`src/inc/mss_pkg.sv`:
```
package mss_pkg;

  // Clock and the quarter-second base tick that all blink and hold timing uses.
  localparam int unsigned CLK_HZ = 250_000_000;
  localparam int unsigned QTR_MS = 250;
  localparam int unsigned QTR_CYCLES = (CLK_HZ / 1000) * QTR_MS;
  localparam int unsigned QTRS_PER_S = 1000 / QTR_MS;

  // Sequence timing in its own unit and then in quarter ticks, the steady phase count, and the grace period in hours and seconds.
  localparam int unsigned BOOT_MS = 1000;
  localparam int unsigned BOOT_QTRS = BOOT_MS / QTR_MS;
  localparam int unsigned OFFER_WINDOW_S = 10;
  localparam int unsigned OFFER_QTRS = OFFER_WINDOW_S * QTRS_PER_S;
  localparam int unsigned PHASE_MS = 2500;
  localparam int unsigned PHASE_QTRS = PHASE_MS / QTR_MS;
  localparam int unsigned CONFIRM_MS = 3000;
  localparam int unsigned CONFIRM_QTRS = CONFIRM_MS / QTR_MS;
  localparam int unsigned STEADY_TARGET = 6;
  localparam int unsigned GRACE_HOURS = 72;
  localparam int unsigned GRACE_SECONDS = GRACE_HOURS * 3600;

  // Switch debounce time.
  localparam int unsigned DEB_US = 10_000;
  localparam int unsigned DEB_CYCLES = (CLK_HZ / 1_000_000) * DEB_US;

  // Register byte offsets.
  localparam logic [7:0] REG_CTRL = 8'h00;
  localparam logic [7:0] REG_STATUS = 8'h04;
  localparam logic [7:0] REG_FW_VERSION = 8'h08;
  localparam logic [7:0] REG_FEAT_CODE = 8'h0C;
  localparam logic [7:0] REG_FEAT_SERIAL = 8'h10;
  localparam logic [7:0] REG_STATION_ADDR = 8'h14;
  localparam logic [7:0] REG_PROG_IP = 8'h18;
  localparam logic [7:0] REG_GRACE_LEFT = 8'h1C;

  // Field positions and reset values.
  localparam int unsigned CTRL_OVR_RESET_BIT = 0;
  localparam int unsigned STATUS_FEAT_BIT = 4;
  localparam int unsigned STATUS_GRACE_BIT = 5;
  localparam int unsigned STATUS_EXPIRED_BIT = 6;
  localparam int unsigned STATUS_CARD_BIT = 7;
  localparam int unsigned STATUS_RUN_BIT = 8;
  localparam logic [6:0] STATION_ADDR_DEFAULT = 7'h02;
  localparam logic [31:0] PROG_IP_DEFAULT = 32'h00000000;
  localparam logic [15:0] FW_VERSION_DEFAULT = 16'h0100;

  // Package name characters.
  localparam logic [7:0] CHAR_P = 8'h70;
  localparam logic [7:0] CHAR_B = 8'h62;
  localparam logic [7:0] CHAR_0 = 8'h30;
  localparam logic [7:0] CHAR_9 = 8'h39;

  // Sequencer states.
  typedef enum logic [3:0] {
    ST_BOOT, ST_SCAN, ST_OFFER, ST_OFFER_TIP, ST_UPD_BUSY, ST_UPD_OK, ST_UPD_ERR,
    ST_IDLE, ST_HOLD, ST_ARMED, ST_FR_CLEAR, ST_FR_CONFIRM, ST_FR_DONE
  } mss_phase_type;

  // What the card reader reports about the inserted card.
  typedef struct packed {
    logic [63:0] name;
    logic [15:0] version;
    logic [31:0] serial;
  } mss_card_type;

  // Answers from the firmware loader and the RAM clearing engine.
  typedef struct packed {
    logic xfer_done;
    logic xfer_err;
    logic ram_done;
    logic ram_ok;
  } mss_engine_type;

endpackage

```
`src/hw/mss_debounce.sv`:
```
`timescale 1ns/10ps
`default_nettype none
module mss_debounce #(
  parameter int unsigned W = 3,
  parameter int unsigned DEB_CYCLES = 2_500_000
) (
  // Clock and reset.
  input wire logic clk_i,
  input wire logic rst_i,
  // Raw pins and their clean levels.
  input wire logic [W-1:0] pin_i,
  output logic [W-1:0] level_o
);
  import mss_pkg::*;

  typedef struct packed {
    logic [W-1:0] s1;
    logic [W-1:0] s2;
    logic [W-1:0] s3;
    logic [W-1:0] level;
    logic [31:0] cnt;
  } mss_deb_type;

  mss_deb_type deb_r;
  mss_deb_type deb_nxt;

  // Three-stage sampling; a change counts once stages two and three agree and stay put.
  always_comb
  begin
    deb_nxt = deb_r;
    deb_nxt.s1 = pin_i;
    deb_nxt.s2 = deb_r.s1;
    deb_nxt.s3 = deb_r.s2;
    if (deb_r.s2 != deb_r.s3 || deb_r.s3 == deb_r.level)
    begin
      deb_nxt.cnt = 32'h00000000;
    end
    else if (deb_r.cnt == 32'(DEB_CYCLES - 1))
    begin
      deb_nxt.level = deb_r.s3;
      deb_nxt.cnt = 32'h00000000;
    end
    else
    begin
      deb_nxt.cnt = deb_r.cnt + 32'h00000001;
    end
  end

  // State register.
  always_ff @(posedge clk_i)
  begin
    if (rst_i)
    begin
      deb_r <= '0;
    end
    else
    begin
      deb_r <= deb_nxt;
    end
  end

  assign level_o = deb_r.level;
endmodule
`default_nettype wire

```
`src/hw/mss_sequencer.sv`:
```
// Overview of operation
// RL1: Power-on at STOP searches card for firmware.
// RL2: Offer update only when package version differs.
// RL3: Package name is pb plus six digits.
// RL4: Offer shown by alternating red and yellow.
// RL5: Start only after tip to reset within 10s.
// RL6: Yellow flickers while update runs.
// RL7: Success: red and yellow flash together 1Hz.
// RL8: Failure: only red flashes, yellow off.
// RL9: Every update includes an overall reset.
// RL10: Reset hold: blink, steady, alternating phases.
// RL11: Factory reset after sixth steady, then tip.
// RL12: Yellow blinks 2Hz confirming RAM cleared.
// RL13: Wrong count: overall reset, steady yellow.
// RL14: Factory reset restores address 2, IP zero.
// RL15: Factory reset done: both LEDs 1Hz.
// RL16: Card command may request factory reset.
// RL17: Missing feature card: red blink, 72h countdown; red blinks only while the CPU runs.
// RL18: Reinserted feature card clears warning.
// RL19: Check card after power-on and overall reset.
// RL20: Features activate only on overall reset; feature_set_code_o follows REG_FEAT_CODE writes at once while active.
// RL21: Activation code bound to card serial number.
// RL22: Switch debounced; window timed from offer.
`timescale 1ns/10ps
`default_nettype none
module mss_sequencer #(
  parameter int unsigned QTR_CYCLES = mss_pkg::QTR_CYCLES,
  parameter int unsigned DEB_CYCLES = mss_pkg::DEB_CYCLES,
  parameter int unsigned GRACE_SECONDS = mss_pkg::GRACE_SECONDS,
  parameter logic [47:0] PKG_DIGITS = 48'h303030303031
) (
  // Clock and reset.
  input wire logic clk_i,
  input wire logic rst_i,
  // Mode switch and card slot pins.
  input wire logic sw_run_i,
  input wire logic sw_mres_i,
  input wire logic card_present_i,
  // Card reader.
  output logic scan_req_o,
  input wire logic scan_done_i,
  input wire mss_pkg::mss_card_type card_i,
  // Firmware loader, RAM clearing engine and command file interpreter.
  output logic fw_start_o,
  output logic ovr_reset_o,
  output logic fac_reset_o,
  input wire mss_pkg::mss_engine_type eng_i,
  input wire logic cmd_factory_i,
  // Status LEDs and CPU state.
  output logic led_red_o,
  output logic led_yellow_o,
  output logic cpu_run_o,
  output logic feat_active_o,
  output logic [15:0] feature_set_code_o,
  output logic [6:0] station_bus_address_o,
  output logic [31:0] programming_channel_ip_o,
  // Register port.
  input wire logic [7:0] addr_i,
  input wire logic [31:0] wdata_i,
  input wire logic wr_i,
  input wire logic rd_i,
  output logic [31:0] rdata_o
);
  import mss_pkg::*;

  typedef struct packed {
    mss_phase_type st;
    logic [31:0] qdiv;
    logic [1:0] blink;
    logic [7:0] tmr;
    logic in_steady;
    logic [2:0] steady_cnt;
    logic fail_steady;
    logic stop_prev;
    logic feat_active;
    logic [15:0] feat_code;
    logic [31:0] feat_serial;
    logic [15:0] fw_version;
    logic [6:0] station;
    logic [31:0] prog_ip;
    logic [31:0] grace_s;
    logic grace_expired;
    logic scan_req;
    logic fw_start;
    logic ovr_reset;
    logic fac_reset;
    logic led_red;
    logic led_yellow;
    logic run;
    logic [31:0] rdata;
  } mss_core_type;

  mss_core_type core_r;
  mss_core_type core_nxt;
  logic [2:0] pins_clean;
  logic sw_run;
  logic sw_mres;
  logic sw_stop;
  logic card_in;
  logic qtick;
  logic stick;
  logic card_ok;

  // Checks a card file name against the reserved package name of this revision.
  function automatic logic pkg_name_ok(input logic [63:0] name);
    logic ok;
    ok = (name[63:56] == CHAR_P) && (name[55:48] == CHAR_B); // RL3
    for (int i = 0; i < 6; i++)
    begin
      ok = ok && (name[i*8 +: 8] >= CHAR_0) && (name[i*8 +: 8] <= CHAR_9); // RL3
    end
    return ok && (name[47:0] == PKG_DIGITS); // RL3
  endfunction

  // Switch and slot pins are synchronised and debounced before use.
  mss_debounce #(
    .W(3),
    .DEB_CYCLES(DEB_CYCLES)
  ) u_debounce (
    .clk_i(clk_i),
    .rst_i(rst_i),
    .pin_i({card_present_i, sw_mres_i, sw_run_i}),
    .level_o(pins_clean)
  ); // RL22

  // Decoded switch position and tick enables.
  assign sw_run = pins_clean[0] && !pins_clean[1];
  assign sw_mres = pins_clean[1];
  assign sw_stop = !pins_clean[0] && !pins_clean[1];
  assign card_in = pins_clean[2];
  assign qtick = (core_r.qdiv == 32'(QTR_CYCLES - 1));
  assign stick = qtick && (core_r.blink == 2'h3);
  assign card_ok = card_in && (card_i.serial == core_r.feat_serial); // RL21

  // Sequencer, LED drive, feature guard and register file.
  always_comb
  begin
    core_nxt = core_r;
    core_nxt.scan_req = 1'b0;
    core_nxt.fw_start = 1'b0;
    core_nxt.ovr_reset = 1'b0;
    core_nxt.fac_reset = 1'b0;
    core_nxt.stop_prev = sw_stop;
    core_nxt.qdiv = qtick ? 32'h00000000 : core_r.qdiv + 32'h00000001;
    if (qtick)
    begin
      core_nxt.blink = core_r.blink + 2'h1;
      core_nxt.tmr = core_r.tmr + 8'h01;
    end
    case (core_r.st)
      ST_BOOT:
      begin
        if (core_r.tmr == 8'(BOOT_QTRS))
        begin
          core_nxt.scan_req = 1'b1; // RL19
          core_nxt.st = ST_SCAN;
        end
      end
      ST_SCAN:
      begin
        if (scan_done_i)
        begin
          core_nxt.tmr = 8'h00;
          if (sw_stop && pkg_name_ok(card_i.name) // RL1
              && card_i.version != core_r.fw_version) // RL2
          begin
            core_nxt.st = ST_OFFER;
          end
          else
          begin
            core_nxt.st = ST_IDLE;
          end
        end
      end
      ST_OFFER:
      begin
        if (sw_mres)
        begin
          core_nxt.st = ST_OFFER_TIP; // RL5
        end
        else if (core_r.tmr == 8'(OFFER_QTRS))
        begin
          core_nxt.st = ST_IDLE; // RL22
        end
      end
      ST_OFFER_TIP:
      begin
        if (sw_stop)
        begin
          core_nxt.fw_start = 1'b1; // RL5
          core_nxt.ovr_reset = 1'b1; // RL9
          core_nxt.st = ST_UPD_BUSY;
        end
        else if (sw_run)
        begin
          core_nxt.st = ST_IDLE;
        end
      end
      ST_UPD_BUSY:
      begin
        if (eng_i.xfer_err)
        begin
          core_nxt.st = ST_UPD_ERR;
        end
        else if (eng_i.xfer_done)
        begin
          core_nxt.st = ST_UPD_OK;
        end
      end
      ST_IDLE:
      begin
        if (cmd_factory_i)
        begin
          core_nxt.fac_reset = 1'b1; // RL16
          core_nxt.st = ST_FR_CLEAR;
        end
        else if (sw_mres && core_r.stop_prev)
        begin
          core_nxt.st = ST_HOLD;
          core_nxt.tmr = 8'h00;
          core_nxt.in_steady = 1'b0;
          core_nxt.steady_cnt = 3'h0;
          core_nxt.fail_steady = 1'b0;
        end
        else if (wr_i && addr_i == REG_CTRL && wdata_i[CTRL_OVR_RESET_BIT])
        begin
          core_nxt.ovr_reset = 1'b1;
          core_nxt.fail_steady = 1'b0;
        end
      end
      ST_HOLD:
      begin
        if (!sw_mres)
        begin
          if (core_r.steady_cnt == 3'(STEADY_TARGET))
          begin
            core_nxt.st = ST_ARMED; // RL11
          end
          else
          begin
            core_nxt.ovr_reset = 1'b1; // RL13
            core_nxt.fail_steady = 1'b1; // RL13
            core_nxt.st = ST_IDLE;
          end
        end
        else if (qtick && core_r.tmr == 8'(PHASE_QTRS - 1))
        begin
          core_nxt.tmr = 8'h00;
          core_nxt.in_steady = !core_r.in_steady; // RL10
          if (!core_r.in_steady && core_r.steady_cnt != 3'h7)
          begin
            core_nxt.steady_cnt = core_r.steady_cnt + 3'h1; // RL10
          end
        end
      end
      ST_ARMED:
      begin
        if (sw_mres)
        begin
          core_nxt.fac_reset = 1'b1; // RL11
          core_nxt.st = ST_FR_CLEAR;
        end
        else if (sw_run)
        begin
          core_nxt.st = ST_IDLE;
        end
      end
      ST_FR_CLEAR:
      begin
        if (eng_i.ram_done && eng_i.ram_ok)
        begin
          core_nxt.station = STATION_ADDR_DEFAULT; // RL14
          core_nxt.prog_ip = PROG_IP_DEFAULT; // RL14
          core_nxt.tmr = 8'h00;
          core_nxt.st = ST_FR_CONFIRM;
        end
        else if (eng_i.ram_done)
        begin
          core_nxt.ovr_reset = 1'b1; // RL13
          core_nxt.fail_steady = 1'b1;
          core_nxt.st = ST_IDLE;
        end
      end
      ST_FR_CONFIRM:
      begin
        if (core_r.tmr == 8'(CONFIRM_QTRS))
        begin
          core_nxt.st = ST_FR_DONE;
        end
      end
      ST_UPD_OK, ST_UPD_ERR, ST_FR_DONE:
      begin
        core_nxt.st = core_r.st;
      end
      default:
      begin
        core_nxt.st = ST_IDLE;
      end
    endcase
    // Each overall reset checks the card and evaluates feature activation.
    if (core_nxt.ovr_reset)
    begin
      core_nxt.scan_req = 1'b1; // RL19
      core_nxt.feat_active = card_ok && (core_r.feat_code != 16'h0000); // RL20
    end
    // Grace countdown while activated features miss their card.
    if (core_r.feat_active && !card_ok)
    begin
      if (stick && core_r.grace_s != 32'h00000000)
      begin
        core_nxt.grace_s = core_r.grace_s - 32'h00000001; // RL17
      end
      if (core_r.grace_s == 32'h00000000)
      begin
        core_nxt.grace_expired = 1'b1; // RL17
      end
    end
    else
    begin
      core_nxt.grace_s = 32'(GRACE_SECONDS); // RL18
      core_nxt.grace_expired = 1'b0; // RL18
    end
    core_nxt.run = (core_nxt.st == ST_IDLE) && sw_run && !core_nxt.grace_expired; // RL17
    // LED patterns per state; blink[0] is 2Hz and blink[1] is 1Hz.
    case (core_nxt.st)
      ST_OFFER, ST_OFFER_TIP:
      begin
        core_nxt.led_red = core_nxt.blink[0]; // RL4
        core_nxt.led_yellow = !core_nxt.blink[0]; // RL4
      end
      ST_UPD_BUSY:
      begin
        core_nxt.led_red = 1'b0;
        core_nxt.led_yellow = core_nxt.blink[0]; // RL6
      end
      ST_UPD_OK, ST_FR_DONE:
      begin
        core_nxt.led_red = core_nxt.blink[1]; // RL7 RL15
        core_nxt.led_yellow = core_nxt.blink[1]; // RL7 RL15
      end
      ST_UPD_ERR:
      begin
        core_nxt.led_red = core_nxt.blink[1]; // RL8
        core_nxt.led_yellow = 1'b0; // RL8
      end
      ST_HOLD:
      begin
        core_nxt.led_red = 1'b0;
        core_nxt.led_yellow = core_nxt.in_steady || core_nxt.blink[0]; // RL10
      end
      ST_FR_CONFIRM:
      begin
        core_nxt.led_red = 1'b0;
        core_nxt.led_yellow = core_nxt.blink[0]; // RL12
      end
      default:
      begin
        core_nxt.led_red = core_nxt.run && core_r.feat_active && !card_ok
                           && core_nxt.blink[1]; // RL17
        core_nxt.led_yellow = core_nxt.fail_steady; // RL13
      end
    endcase
    // Register writes.
    if (wr_i)
    begin
      case (addr_i)
        REG_FW_VERSION: core_nxt.fw_version = wdata_i[15:0];
        REG_FEAT_CODE: core_nxt.feat_code = wdata_i[15:0];
        REG_FEAT_SERIAL: core_nxt.feat_serial = wdata_i;
        REG_STATION_ADDR: core_nxt.station = wdata_i[6:0];
        REG_PROG_IP: core_nxt.prog_ip = wdata_i;
        default: core_nxt.rdata = core_nxt.rdata;
      endcase
    end
    // Register reads answer in the next cycle only.
    core_nxt.rdata = 32'h00000000;
    if (rd_i)
    begin
      case (addr_i)
        REG_STATUS:
        begin
          core_nxt.rdata[3:0] = core_r.st;
          core_nxt.rdata[STATUS_FEAT_BIT] = core_r.feat_active;
          core_nxt.rdata[STATUS_GRACE_BIT] = core_r.feat_active && !card_ok;
          core_nxt.rdata[STATUS_EXPIRED_BIT] = core_r.grace_expired;
          core_nxt.rdata[STATUS_CARD_BIT] = card_in;
          core_nxt.rdata[STATUS_RUN_BIT] = core_r.run;
        end
        REG_FW_VERSION: core_nxt.rdata[15:0] = core_r.fw_version;
        REG_FEAT_CODE: core_nxt.rdata[15:0] = core_r.feat_code;
        REG_FEAT_SERIAL: core_nxt.rdata = core_r.feat_serial;
        REG_STATION_ADDR: core_nxt.rdata[6:0] = core_r.station;
        REG_PROG_IP: core_nxt.rdata = core_r.prog_ip;
        REG_GRACE_LEFT: core_nxt.rdata = core_r.grace_s;
        default: core_nxt.rdata = 32'h00000000;
      endcase
    end
  end

  // State register with delivery defaults.
  always_ff @(posedge clk_i)
  begin
    if (rst_i)
    begin
      core_r <= '0;
      core_r.st <= ST_BOOT;
      core_r.fw_version <= FW_VERSION_DEFAULT;
      core_r.station <= STATION_ADDR_DEFAULT;
      core_r.prog_ip <= PROG_IP_DEFAULT;
      core_r.grace_s <= 32'(GRACE_SECONDS);
    end
    else
    begin
      core_r <= core_nxt;
    end
  end

  // Outputs straight from the state register.
  assign scan_req_o = core_r.scan_req;
  assign fw_start_o = core_r.fw_start;
  assign ovr_reset_o = core_r.ovr_reset;
  assign fac_reset_o = core_r.fac_reset;
  assign led_red_o = core_r.led_red;
  assign led_yellow_o = core_r.led_yellow;
  assign cpu_run_o = core_r.run;
  assign feat_active_o = core_r.feat_active;
  assign feature_set_code_o = core_r.feat_active ? core_r.feat_code : 16'h0000;
  assign station_bus_address_o = core_r.station;
  assign programming_channel_ip_o = core_r.prog_ip;
  assign rdata_o = core_r.rdata;
endmodule
`default_nettype wire

```
`config.mk`:
```
export PLATFORM = sky130hd
export DESIGN_NAME = mss_sequencer
export DESIGN_NICKNAME = d
export VERILOG_FILES = /design/src/inc/mss_pkg.sv /design/src/hw/mss_debounce.sv /design/src/hw/mss_sequencer.sv
export SDC_FILE = /design/constraint.sdc
export NUM_CORES = 1
export LEC_CHECK = 0
export BUFFER_PORTS_ARGS = -buffer_cell sky130_fd_sc_hd__buf_4
export CAP_MARGIN = 20
export CORE_ASPECT_RATIO = 0.75
export CORE_MARGIN = 2
export CORE_UTILIZATION = 27
export DETAILED_ROUTE_END_ITERATION = 10
export PLACE_DENSITY_LB_ADDON = 0.05
export SETUP_SLACK_MARGIN = 0.4
export SYNTH_ARGS = -nofsm -noshare
export SYNTH_HDL_FRONTEND = slang
export SYNTH_SLANG_ARGS = --single-unit
```
`constraint.sdc`:
```
create_clock -name clk_i -period 4.7 [get_ports clk_i]
set_input_delay 0.235 -clock clk_i [delete_from_list [all_inputs] [get_ports clk_i]]
set_output_delay 0.235 -clock clk_i [all_outputs]
set_load 0.005 [all_outputs]
```
# Word-level counts from Yosys, hierarchy flattened
# Index checks and enable logic that the tools add are counted.
# classes
add_sub_neg	6
n_mul	0
div	0
order_cmp	12
n_eq_ne	49
shift	0
mux	63
bitwise_logic	4
n_reduce_logical	62
# op_table
operator	n
$mux 39	3
$add 32x1->32 const B	2
$mux 4	16
$pmux 7 s7	1
$eq 48x46->1 const B	1
$ge 8x6->1 const B	6
$le 8x6->1 const B	6
$pmux 16 s3	1
$pmux 4 s11	1
$mux 12	3
$pmux 7 s5	1
$logic_and 1x1->1	34
$eq 32x22->1 const B	1
$eq 32x26->1 const B	1
$eq 32x32->1	1
$eq 4x3->1 const B	8
$eq 4x4->1 const B	8
$eq 8x4->1 const B	4
$eq 8x5->1 const B	4
$logic_not 32->1	1
$mux 32	1
$pmux 8 s4	1
$reduce_bool 32->1	1
$sub 32x1->32 const B	1
41 further kinds	89
# totals
regBits	272
latch_bits	0
mem_bits_rw	0
mem_bits_ro	0
out_inout_bits	95
mem_count	0

# Longest topological paths before layout
# Gate-level depths: netlist (run 1).
# depth
depth_word	27
depth_mapped	11
depth_no_buf	10

# By module
# From an unflattened synthesis (run 1), not the netlist that was laid out.
# unflattened
hier_cells	1585
area_unflattened_um2	13058.8
# by_module_without_submodules
module	instances	cells_per_inst	area_per_inst_um2
mss_sequencer	1	1366	11100.6
mss_debounce	1	219	1958.1

# Least setup slack after synthesis (run 1)
# Ideal clock, no wire load.
# synth_timing
path_type	reg-to-reg
from	register u_debounce.deb_r, in the netlist u_debounce.level_o[0]
to	register core_r, in the netlist led_yellow_o
setup_ns	0.119
arrival_time_ns	2.629
path_slack_ns	1.953
stages_incl_launch_ff	10
n_path_buf	1
period_less_slack_ns	2.747
path_cell_list	dfxtp_1 > buf_6 > or4_1 > or4_1 > nor4_2 > nand3_2 > a31oi_4 > nor2_2 > a221o_1 > o221a_1
# synth_between
elab_chain_len	10
# synth_lines
element	line	text
start: declaration	mss_debounce.sv:24	mss_deb_type deb_r;
start signal: assignment	mss_debounce.sv:58	deb_r <= deb_nxt;
$logic_not 1->1	mss_sequencer.sv:129	assign sw_stop = !pins_clean[0] && !pins_clean[1];
$logic_and 1x1->1	mss_sequencer.sv:129	
$logic_and 1x1->1	mss_sequencer.sv:164	if (sw_stop && pkg_name_ok(card_i.name)
$logic_and 1x1->1	mss_sequencer.sv:165	&& card_i.version != core_r.fw_version)
$mux 3	mss_sequencer.sv:164	
$mux 4	mss_sequencer.sv:161	if (scan_done_i)
$pmux 4 s11 (*)	mss_sequencer.sv:150	case (core_r.st)
$eq 4x4->1, or another cell as far along	mss_sequencer.sv:325	case (core_nxt.st)
$reduce_or 2->1, on equally long branches	-	
$pmux 2 s5 (*)	mss_sequencer.sv:325	
end signal: assignment	mss_sequencer.sv:414	core_r <= core_nxt;
end: declaration	mss_sequencer.sv:93	mss_core_type core_r;
# Every way passes the cells marked *; elsewhere a longest branch is shown, timed or not.
# A chain may end at the register's enable or synchronous reset.

# Worst setup path in the final report (run 1)
# layout_timing
from	register u_debounce.deb_r, in the netlist u_debounce.level_o[1]
to	register core_r, in the netlist led_yellow_o
# layout_between
elab_chain_len	10
# layout_lines
element	line
$logic_not 1->1	-
$logic_and 1x1->1	mss_sequencer.sv:129
$logic_and 1x1->1	mss_sequencer.sv:164
$logic_and 1x1->1	mss_sequencer.sv:165
$mux 3	mss_sequencer.sv:164
$mux 4	mss_sequencer.sv:161
$pmux 4 s11	mss_sequencer.sv:150
$eq 4x4->1, or another cell as far along	mss_sequencer.sv:325
$reduce_or 2->1, on equally long branches	-
$pmux 2 s5 (*)	mss_sequencer.sv:325
# Every way passes the cells marked *; elsewhere a longest branch is shown, timed or not. The select of a mux whose other input is x is not followed.

==> results of run 1 <==
==> per-layer routing <==
metal	track usage, %	up-vias	wire length [microns]	part of all wire, %
li1	-	5905	-	-
met1	30.43	5792	26380	51
met2	28.99	372	21800	42
met3	3.912	45	3146	6.0
met4	3.383	0	841	1.6
met5	0	-	0	0
==> worst register-to-register path, stage by stage, from the launching register on <==
cell     delay (ns)
dfxtp_1        0.61
or4_1          0.61
or4_1          0.42
nor4_2         0.26
nand3_2        0.15
a21oi_1        0.50
nor2_2         0.10
o31a_2         0.34
o221a_1        0.23
==> cells in the final DEF (no fill, tap or decap), drive strengths merged, types with 26 or more instances in the layout <==
| cell type | count |
|---|---|
| clkbuf | 47 |
| or3 | 26 |
| buf | 277 |
| a21oi | 136 |
| dfxtp | 272 |
| nor2 | 164 |
| xor2 | 73 |
| nand4 | 35 |
| dlygate4sd3 | 35 |
| nor4 | 36 |
| nand3 | 71 |
| xnor2 | 71 |
| nand2 | 254 |
| a22oi | 35 |
==> logic make-up after synthesis <==
| kind of cell | count (synthesis) | share of synthesized area (%) |
|---|---|---|
| adders and majority gates | 10 | 0.9538 |
| muxes | 7 | 0.5532 |
| and+or+nand+nor | 736 | 27.34 |
| xor gates and xnor gates | 144 | 9.615 |
| buffers and inverters | 180 | 7.306 |
| AOI/OAI and AO/OA | 265 | 12.72 |
| DFF | 272 | 41.51 |
==> registers in the layout, summed over array words and instances, names as in the netlist <==
| signal | cells |
|---|---|
| ovr_reset_o | 1 |
| u_debounce.deb_r | 35 |
| u_debounce.deb_nxt | 6 |
| rdata_o | 32 |
| fac_reset_o | 1 |
| cpu_run_o | 1 |
| programming_channel_ip_o | 32 |
| u_debounce.level_o | 3 |
| fw_start_o | 1 |
| scan_req_o | 1 |
| led_yellow_o | 1 |
| feat_active_o | 1 |
| station_bus_address_o | 7 |
| led_red_o | 1 |
| core_r | 149 |
==> power by group <==
| group | switching (mW) | internal, mW |
|---|---|---|
| Sequential | 0.00586 | 2.31 |
| Combinational | 0.126 | 0.136 |
| Clock | 1.01 | 1.32 |
==> area by class of cell <==
cell class | instances | area share [%]
flip-flops and latches | 272 | 33.18
clock buffers | 47 | 5.581
well taps | 639 | 4.872
multi-input cells | 1162 | 40.98
inverters | 19 | 0.4346
repair buffers | 312 | 14.79
clock inverters | 5 | 0.1525
==> Yosys cell counts (6+ instances only) <==
library cell,instances
nor4_1,34
and3_1,21
xor2_1,73
nand2_1,254
o21ai_0,22
ha_1,10
nor2b_1,17
a21oi_1,136
inv_1,19
a22oi_1,35
buf_4,71
dfxtp_1,272
or3_1,26
buf_2,7
a31oi_1,17
nand2b_1,12
a222oi_1,21
clkbuf_1,80
nand4_1,35
nor4b_1,8
or2_2,6
nand3_1,70
xnor2_1,71
or4_1,11
nor3b_1,7
nor2_1,161
and2_1,23
nor3_1,18
==> repair_timing <==
action                                 CTS  global route
hold buffers                            35             0
endpoints found under the hold margin  105             0
setup endpoints to repair                0             0
==> how the worst min path moves through the flow <==
stage,depth (start not counted),from,to
after floorplan,2,wdata_i[8],core_r[119]
after global placement,1,u_debounce.deb_nxt[38],u_debounce.deb_nxt[35]
after detailed placement,1,u_debounce.deb_nxt[38],u_debounce.deb_nxt[35]
after CTS,3,scan_done_i,core_r[226]
after global routing,3,scan_done_i,core_r[226]
final,3,scan_done_i,core_r[226]
==> metrics by stage <==
| step | utilization (%) | hold WS (ns) | total power [mW] |
|---|---|---|---|
| after global routing | 34.43 | 0.09067 | 5.079 |
| after detailed placement | 31.72 | 0.4285 | 2.608 |
| after CTS | 34.43 | 0.05734 | 4.975 |
| after floorplan | - | 0.3592 | 2.436 |
| after global placement | 31.71 | 0.4182 | 2.608 |
| final | 34.43 | 0.07579 | 4.911 |
==> flow_summary.yaml, run 1 <==
setup_path:
  slowest_delay_ns: 0.61
  r2r-end: "led_yellow_o"
  crit_path_end_kind: "register"
  critPathBufInv: 0
  cp_cell_sequence: "or4_1 -> or4_1 -> nor4_2 -> nand3_2 -> a21oi_1 -> nor2_2 -> o31a_2 -> o221a_1"
  reg2reg_depth: 8
  reg2reg_from: "u_debounce.level_o[1]"
  crit_family: "simple AND/OR/NAND/NOR gates"
  critical-path-slowest-cell: "dfxtp_1"
  crit_top_cell: "or4_1"
  required_ns: 5.17
  crit_end: "led_yellow_o"
  cp_num_cells: 8
  regToRegSetupSlack_ns: 1.35
  crit_path_start: "u_debounce.level_o[1]"
  cp-start-kind: "register"
  crit_fanout: 23
  cp_data_arrival_time_ns: 3.81
  crit_type: "reg2reg"
place:
  place_ws_ns: 1.373
  dpl-instance-area_sq_um: 15120
  hpwl_microns: 38440
  gp_congestion: 0.8445
  numPortBuffers: 259
  placedCellCount: 2369
synth:
  yosysTopAreaCellShare_pct: 41.51
  synth_cells: 1614
  async_reset_ff_share_pct: 0
  yosys.area.top_type: "dfxtp_1"
  synthesis.nets: 1789
  synth_top_flop_cell: "dfxtp_1"
  synth-seq-cells: 272
  yosysWarningCount: 0
  ys_seq_area_share_pct: 41.51
  synth_cell_types: 69
  synth.avg_cell_area_sq_um: 8.127
  synth_area_sq_um: 13120
  synth_area_leaders: "dfxtp_1 (42%), nand2_1 (7.3%), a21oi_1 (5.2%)"
  synth-edff-count: 0
clock_network:
  path_clk_slew_ns: 0.06
  cts_max_level: 1
  ctsResizeCount: 0
  postCtsSetupRepairBufs: 0
  clock_sinks: 272
  cts_root_buf: "clkbuf_16"
  cts_tree: "done"
  numCtsBuffers: 30
  clock_latency_ns: 0.58
  cts.path.max_buffers: 3
timing:
  rsz0062_at_grt: "false"
  finalCritPeriodShare_pct: 71.18
  period_needed_ns: 3.345
  clock_skew_ns: 0.01724
  report.final.slew_viol_count: 0
  slew_headroom_pct: 30.17
  tns_ns: 0
  hold_viol_final: 0
  fmax_mhz: 298.9
  fin_ws_ns: 1.355
  tightest_slew_ns: 1.047
  setup_viol: 0
routing:
  dr.pass1.iters: 8
  ant_nets: 0
  routed_wl_microns: 52160
  drc: 0
  vias: 12114
  wl_per_cell_microns: 21.24
  viasPerCell: 4.932
  drt-initial-drc-count: 958
layout:
  register_area_sq_um: 5445
  stdcell_count: 2456
  final_nets: 1972
  area_delta_synth_final_pct: 25.10
  multi_input_comb_area_sq_um: 6725
  fin_area_sq_um: 16410
  antenna_cells: 0
  drive_above_1_share_pct: 18.99
  nFillCells: 5077
die:
  start_util_pct: 27.53
  io_pins: 260
  row_count: 69
  die_w_microns: 258.5
  die_height_microns: 194.9
  die_area_sq_um: 50380
  core_sq_um: 47660
grt:
  grt_pass1_vias: 11553
  grt_max_degree: 83
  grt_pass1_wl_microns: 76230
  track_usage_pct: 19.96
  overflow: 0
  antenna_found_initial: 1
pwr:
  max-vdd-ir-drop_mv: 0.2393
  power_leakage_nw: 5.795
  power_density_nw_per_um2: 299.3
status:
  outcome: "complete, no violations"
job:
  drv_cap: 0
min_path:
  hold_path_class: "in2reg"
No activity file was read; power rests on OpenSTA's default activity.
==> run 2: changes to the inputs <==
==> constraint.sdc (replaced) <==
create_clock -name clk_i -period 3.2 [get_ports clk_i]
set_input_delay 0.16 -clock clk_i [delete_from_list [all_inputs] [get_ports clk_i]]
set_output_delay 0.16 -clock clk_i [all_outputs]
set_load 0.005 [all_outputs]
==> run 2 against run 1 <==
Net effect:
- final cell count up 1.8%
- maximum frequency rose by 20%
- sequential share of layout area fell by 1.1 points
- wire length increased by 1.6%
- non-clock buffer count rose by 40
- worst hold slack improved by 0.042 ns
- die area is the same
- critical endpoint unchanged
- critical path depth grew 2
- flip-flop and latch count unchanged
==> flow_summary.yaml, run 2 (synthesized netlist as in run 1, its figures left out) <==
clock_network:
  cts_tree: "done"
  clock_sinks: 272
  numCtsBuffers: 34
  path_clk_slew_ns: 0.06
  cts_root_buf: "clkbuf_16"
  clock_latency_ns: 0.52
  cts_max_level: 2
  cts.path.max_buffers: 3
setup_path:
  crit_fanout: 7
  cp-start-kind: "register"
  required_ns: 3.59
  cp_data_arrival_time_ns: 3.18
  reg2reg_depth: 10
  crit_type: "reg2reg"
  crit_path_end_kind: "register"
layout:
  mostFrequentLayoutCells: "buf_4 (313), dfxtp_1 (265), nand2_1 (254)"
  final_nets: 2016
  nFillCells: 5014
  register_area_sq_um: 5456
  fin_area_sq_um: 17020
  reg_top3: "core_r x149, u_debounce.deb_r x35"
  drive_above_1_share_pct: 22.13
  final_util_pct: 35.71
  largest_reg_flops: 149
  stdcell_count: 2501
  final_common_cell: "buf_4"
  multi_input_comb_area_sq_um: 6818
  regMostFlops: "core_r"
  antenna_cells: 0
  area_delta_synth_final_pct: 29.75
pwr:
  power_density_nw_per_um2: 456.7
  power_mw: 7.774
  power_leakage_nw: 6.121
  max-vdd-ir-drop_mv: 0.2510
place:
  dpl-instance-area_sq_um: 15380
  numPortBuffers: 259
  gp_congestion: 0.8517
  placedCellCount: 2400
  hpwl_microns: 39440
grt:
  track_usage_pct: 20.36
  grt_pass1_wl_microns: 77400
  grt_max_degree: 75
  grt_pass1_vias: 11826
  antenna_found_initial: 2
  overflow: 0
timing:
  tightest_slew_ns: 0.9203
  setup_viol: 0
  period_needed_ns: 2.783
  tns_ns: 0
  report.final.slew_viol_count: 0
  rsz0062_at_grt: "true"
  clock_skew_ns: 0.02287
  slew_headroom_pct: 38.65
  hold_viol_final: 0
  fmax_mhz: 359.3
  finalCritPeriodShare_pct: 86.97
job:
  drv_cap: 0
min_path:
  hold_path_class: "in2reg"
  min_path_cells: 3
status:
  outcome: "complete, no violations"
die:
  die_w_microns: 258.5
  start_util_pct: 27.53
  row_count: 69
  die_height_microns: 194.9
  io_pins: 260
  die_area_sq_um: 50380
  core_sq_um: 47660
routing:
  drc: 0
  routed_wl_microns: 52980
  vias: 12398
  drt-initial-drc-count: 1023
  wl_per_cell_microns: 21.18
  dr.pass1.iters: 7
  viasPerCell: 4.957
  ant_nets: 0
[run 2: layout make-up]
type | count | share of cell area (%)
timing repair buffer | 352 | 16.17
multi-input combinational | 1162 | 40.06
sequential | 272 | 32.06
clock inverter | 11 | 0.9704
inverter | 19 | 0.4190
tap | 639 | 4.697
clock buffer | 46 | 5.624
[run 2: repair_timing]
| action | in CTS | in global routing |
|---|---|---|
| hold buffers | 35 | 0 |
| endpoints found under the setup margin | 8 | 33 |
| pin swaps | 0 | 3 |
| endpoints found under the hold margin | 105 | 0 |
| buffers inserted | 0 | 8 |
| resized for setup | 4 | 23 |
| cloned | 0 | 0 |
[run 2: worst paths after layout]
| path | start | end | slack [ns] |
|---|---|---|---|
| worst min register to register | core_r[192] | core_r[192] | 0.43 |
| worst min-delay path | rd_i | rdata_o[8] | 0.12 |
| worst max register to register | core_r[183] | led_yellow_o | 0.42 |
| worst max-delay path | core_r[183] | led_yellow_o | 0.42 |
[run 2: metal layers]
| layer | share of wire [%] | up-vias | routed length [microns] | track usage, % |
|---|---|---|---|---|
| li1 | - | 5997 | - | - |
| met1 | 50 | 5969 | 26700 | 31.28 |
| met2 | 41 | 384 | 21940 | 28.99 |
| met3 | 6.6 | 48 | 3507 | 4.056 |
| met4 | 1.6 | 0 | 836 | 3.939 |
| met5 | 0 | - | 0 | 0 |
[run 2: per-stage QoR]
step / hold slack, ns / setup slack (ns)
after floorplan: 0.2842 / 0.4528
after global placement: 0.4111 / 0.2755
after detailed placement: 0.4047 / 0.3013
after CTS: 0.05142 / 0.3188
after global routing: 0.1236 / 0.3318
final: 0.1176 / 0.4170
[run 2: power breakdown]
group	switching (mW)	internal [mW]
Clock	1.57	2.42
Combinational	0.183	0.202
Sequential	0.00853	3.40
Total	1.76	6.02
[run 2: critical path, stage by stage, from the launching register on]
cell,delay (ns)
dfxtp_1,0.40
inv_1,0.08
ha_1,0.22
and3_1,0.20
nand4b_1,0.09
o21ai_0,0.08
or4_1,0.63
a31oi_4,0.28
nor2_2,0.08
a221o_1,0.36
o221a_1,0.24
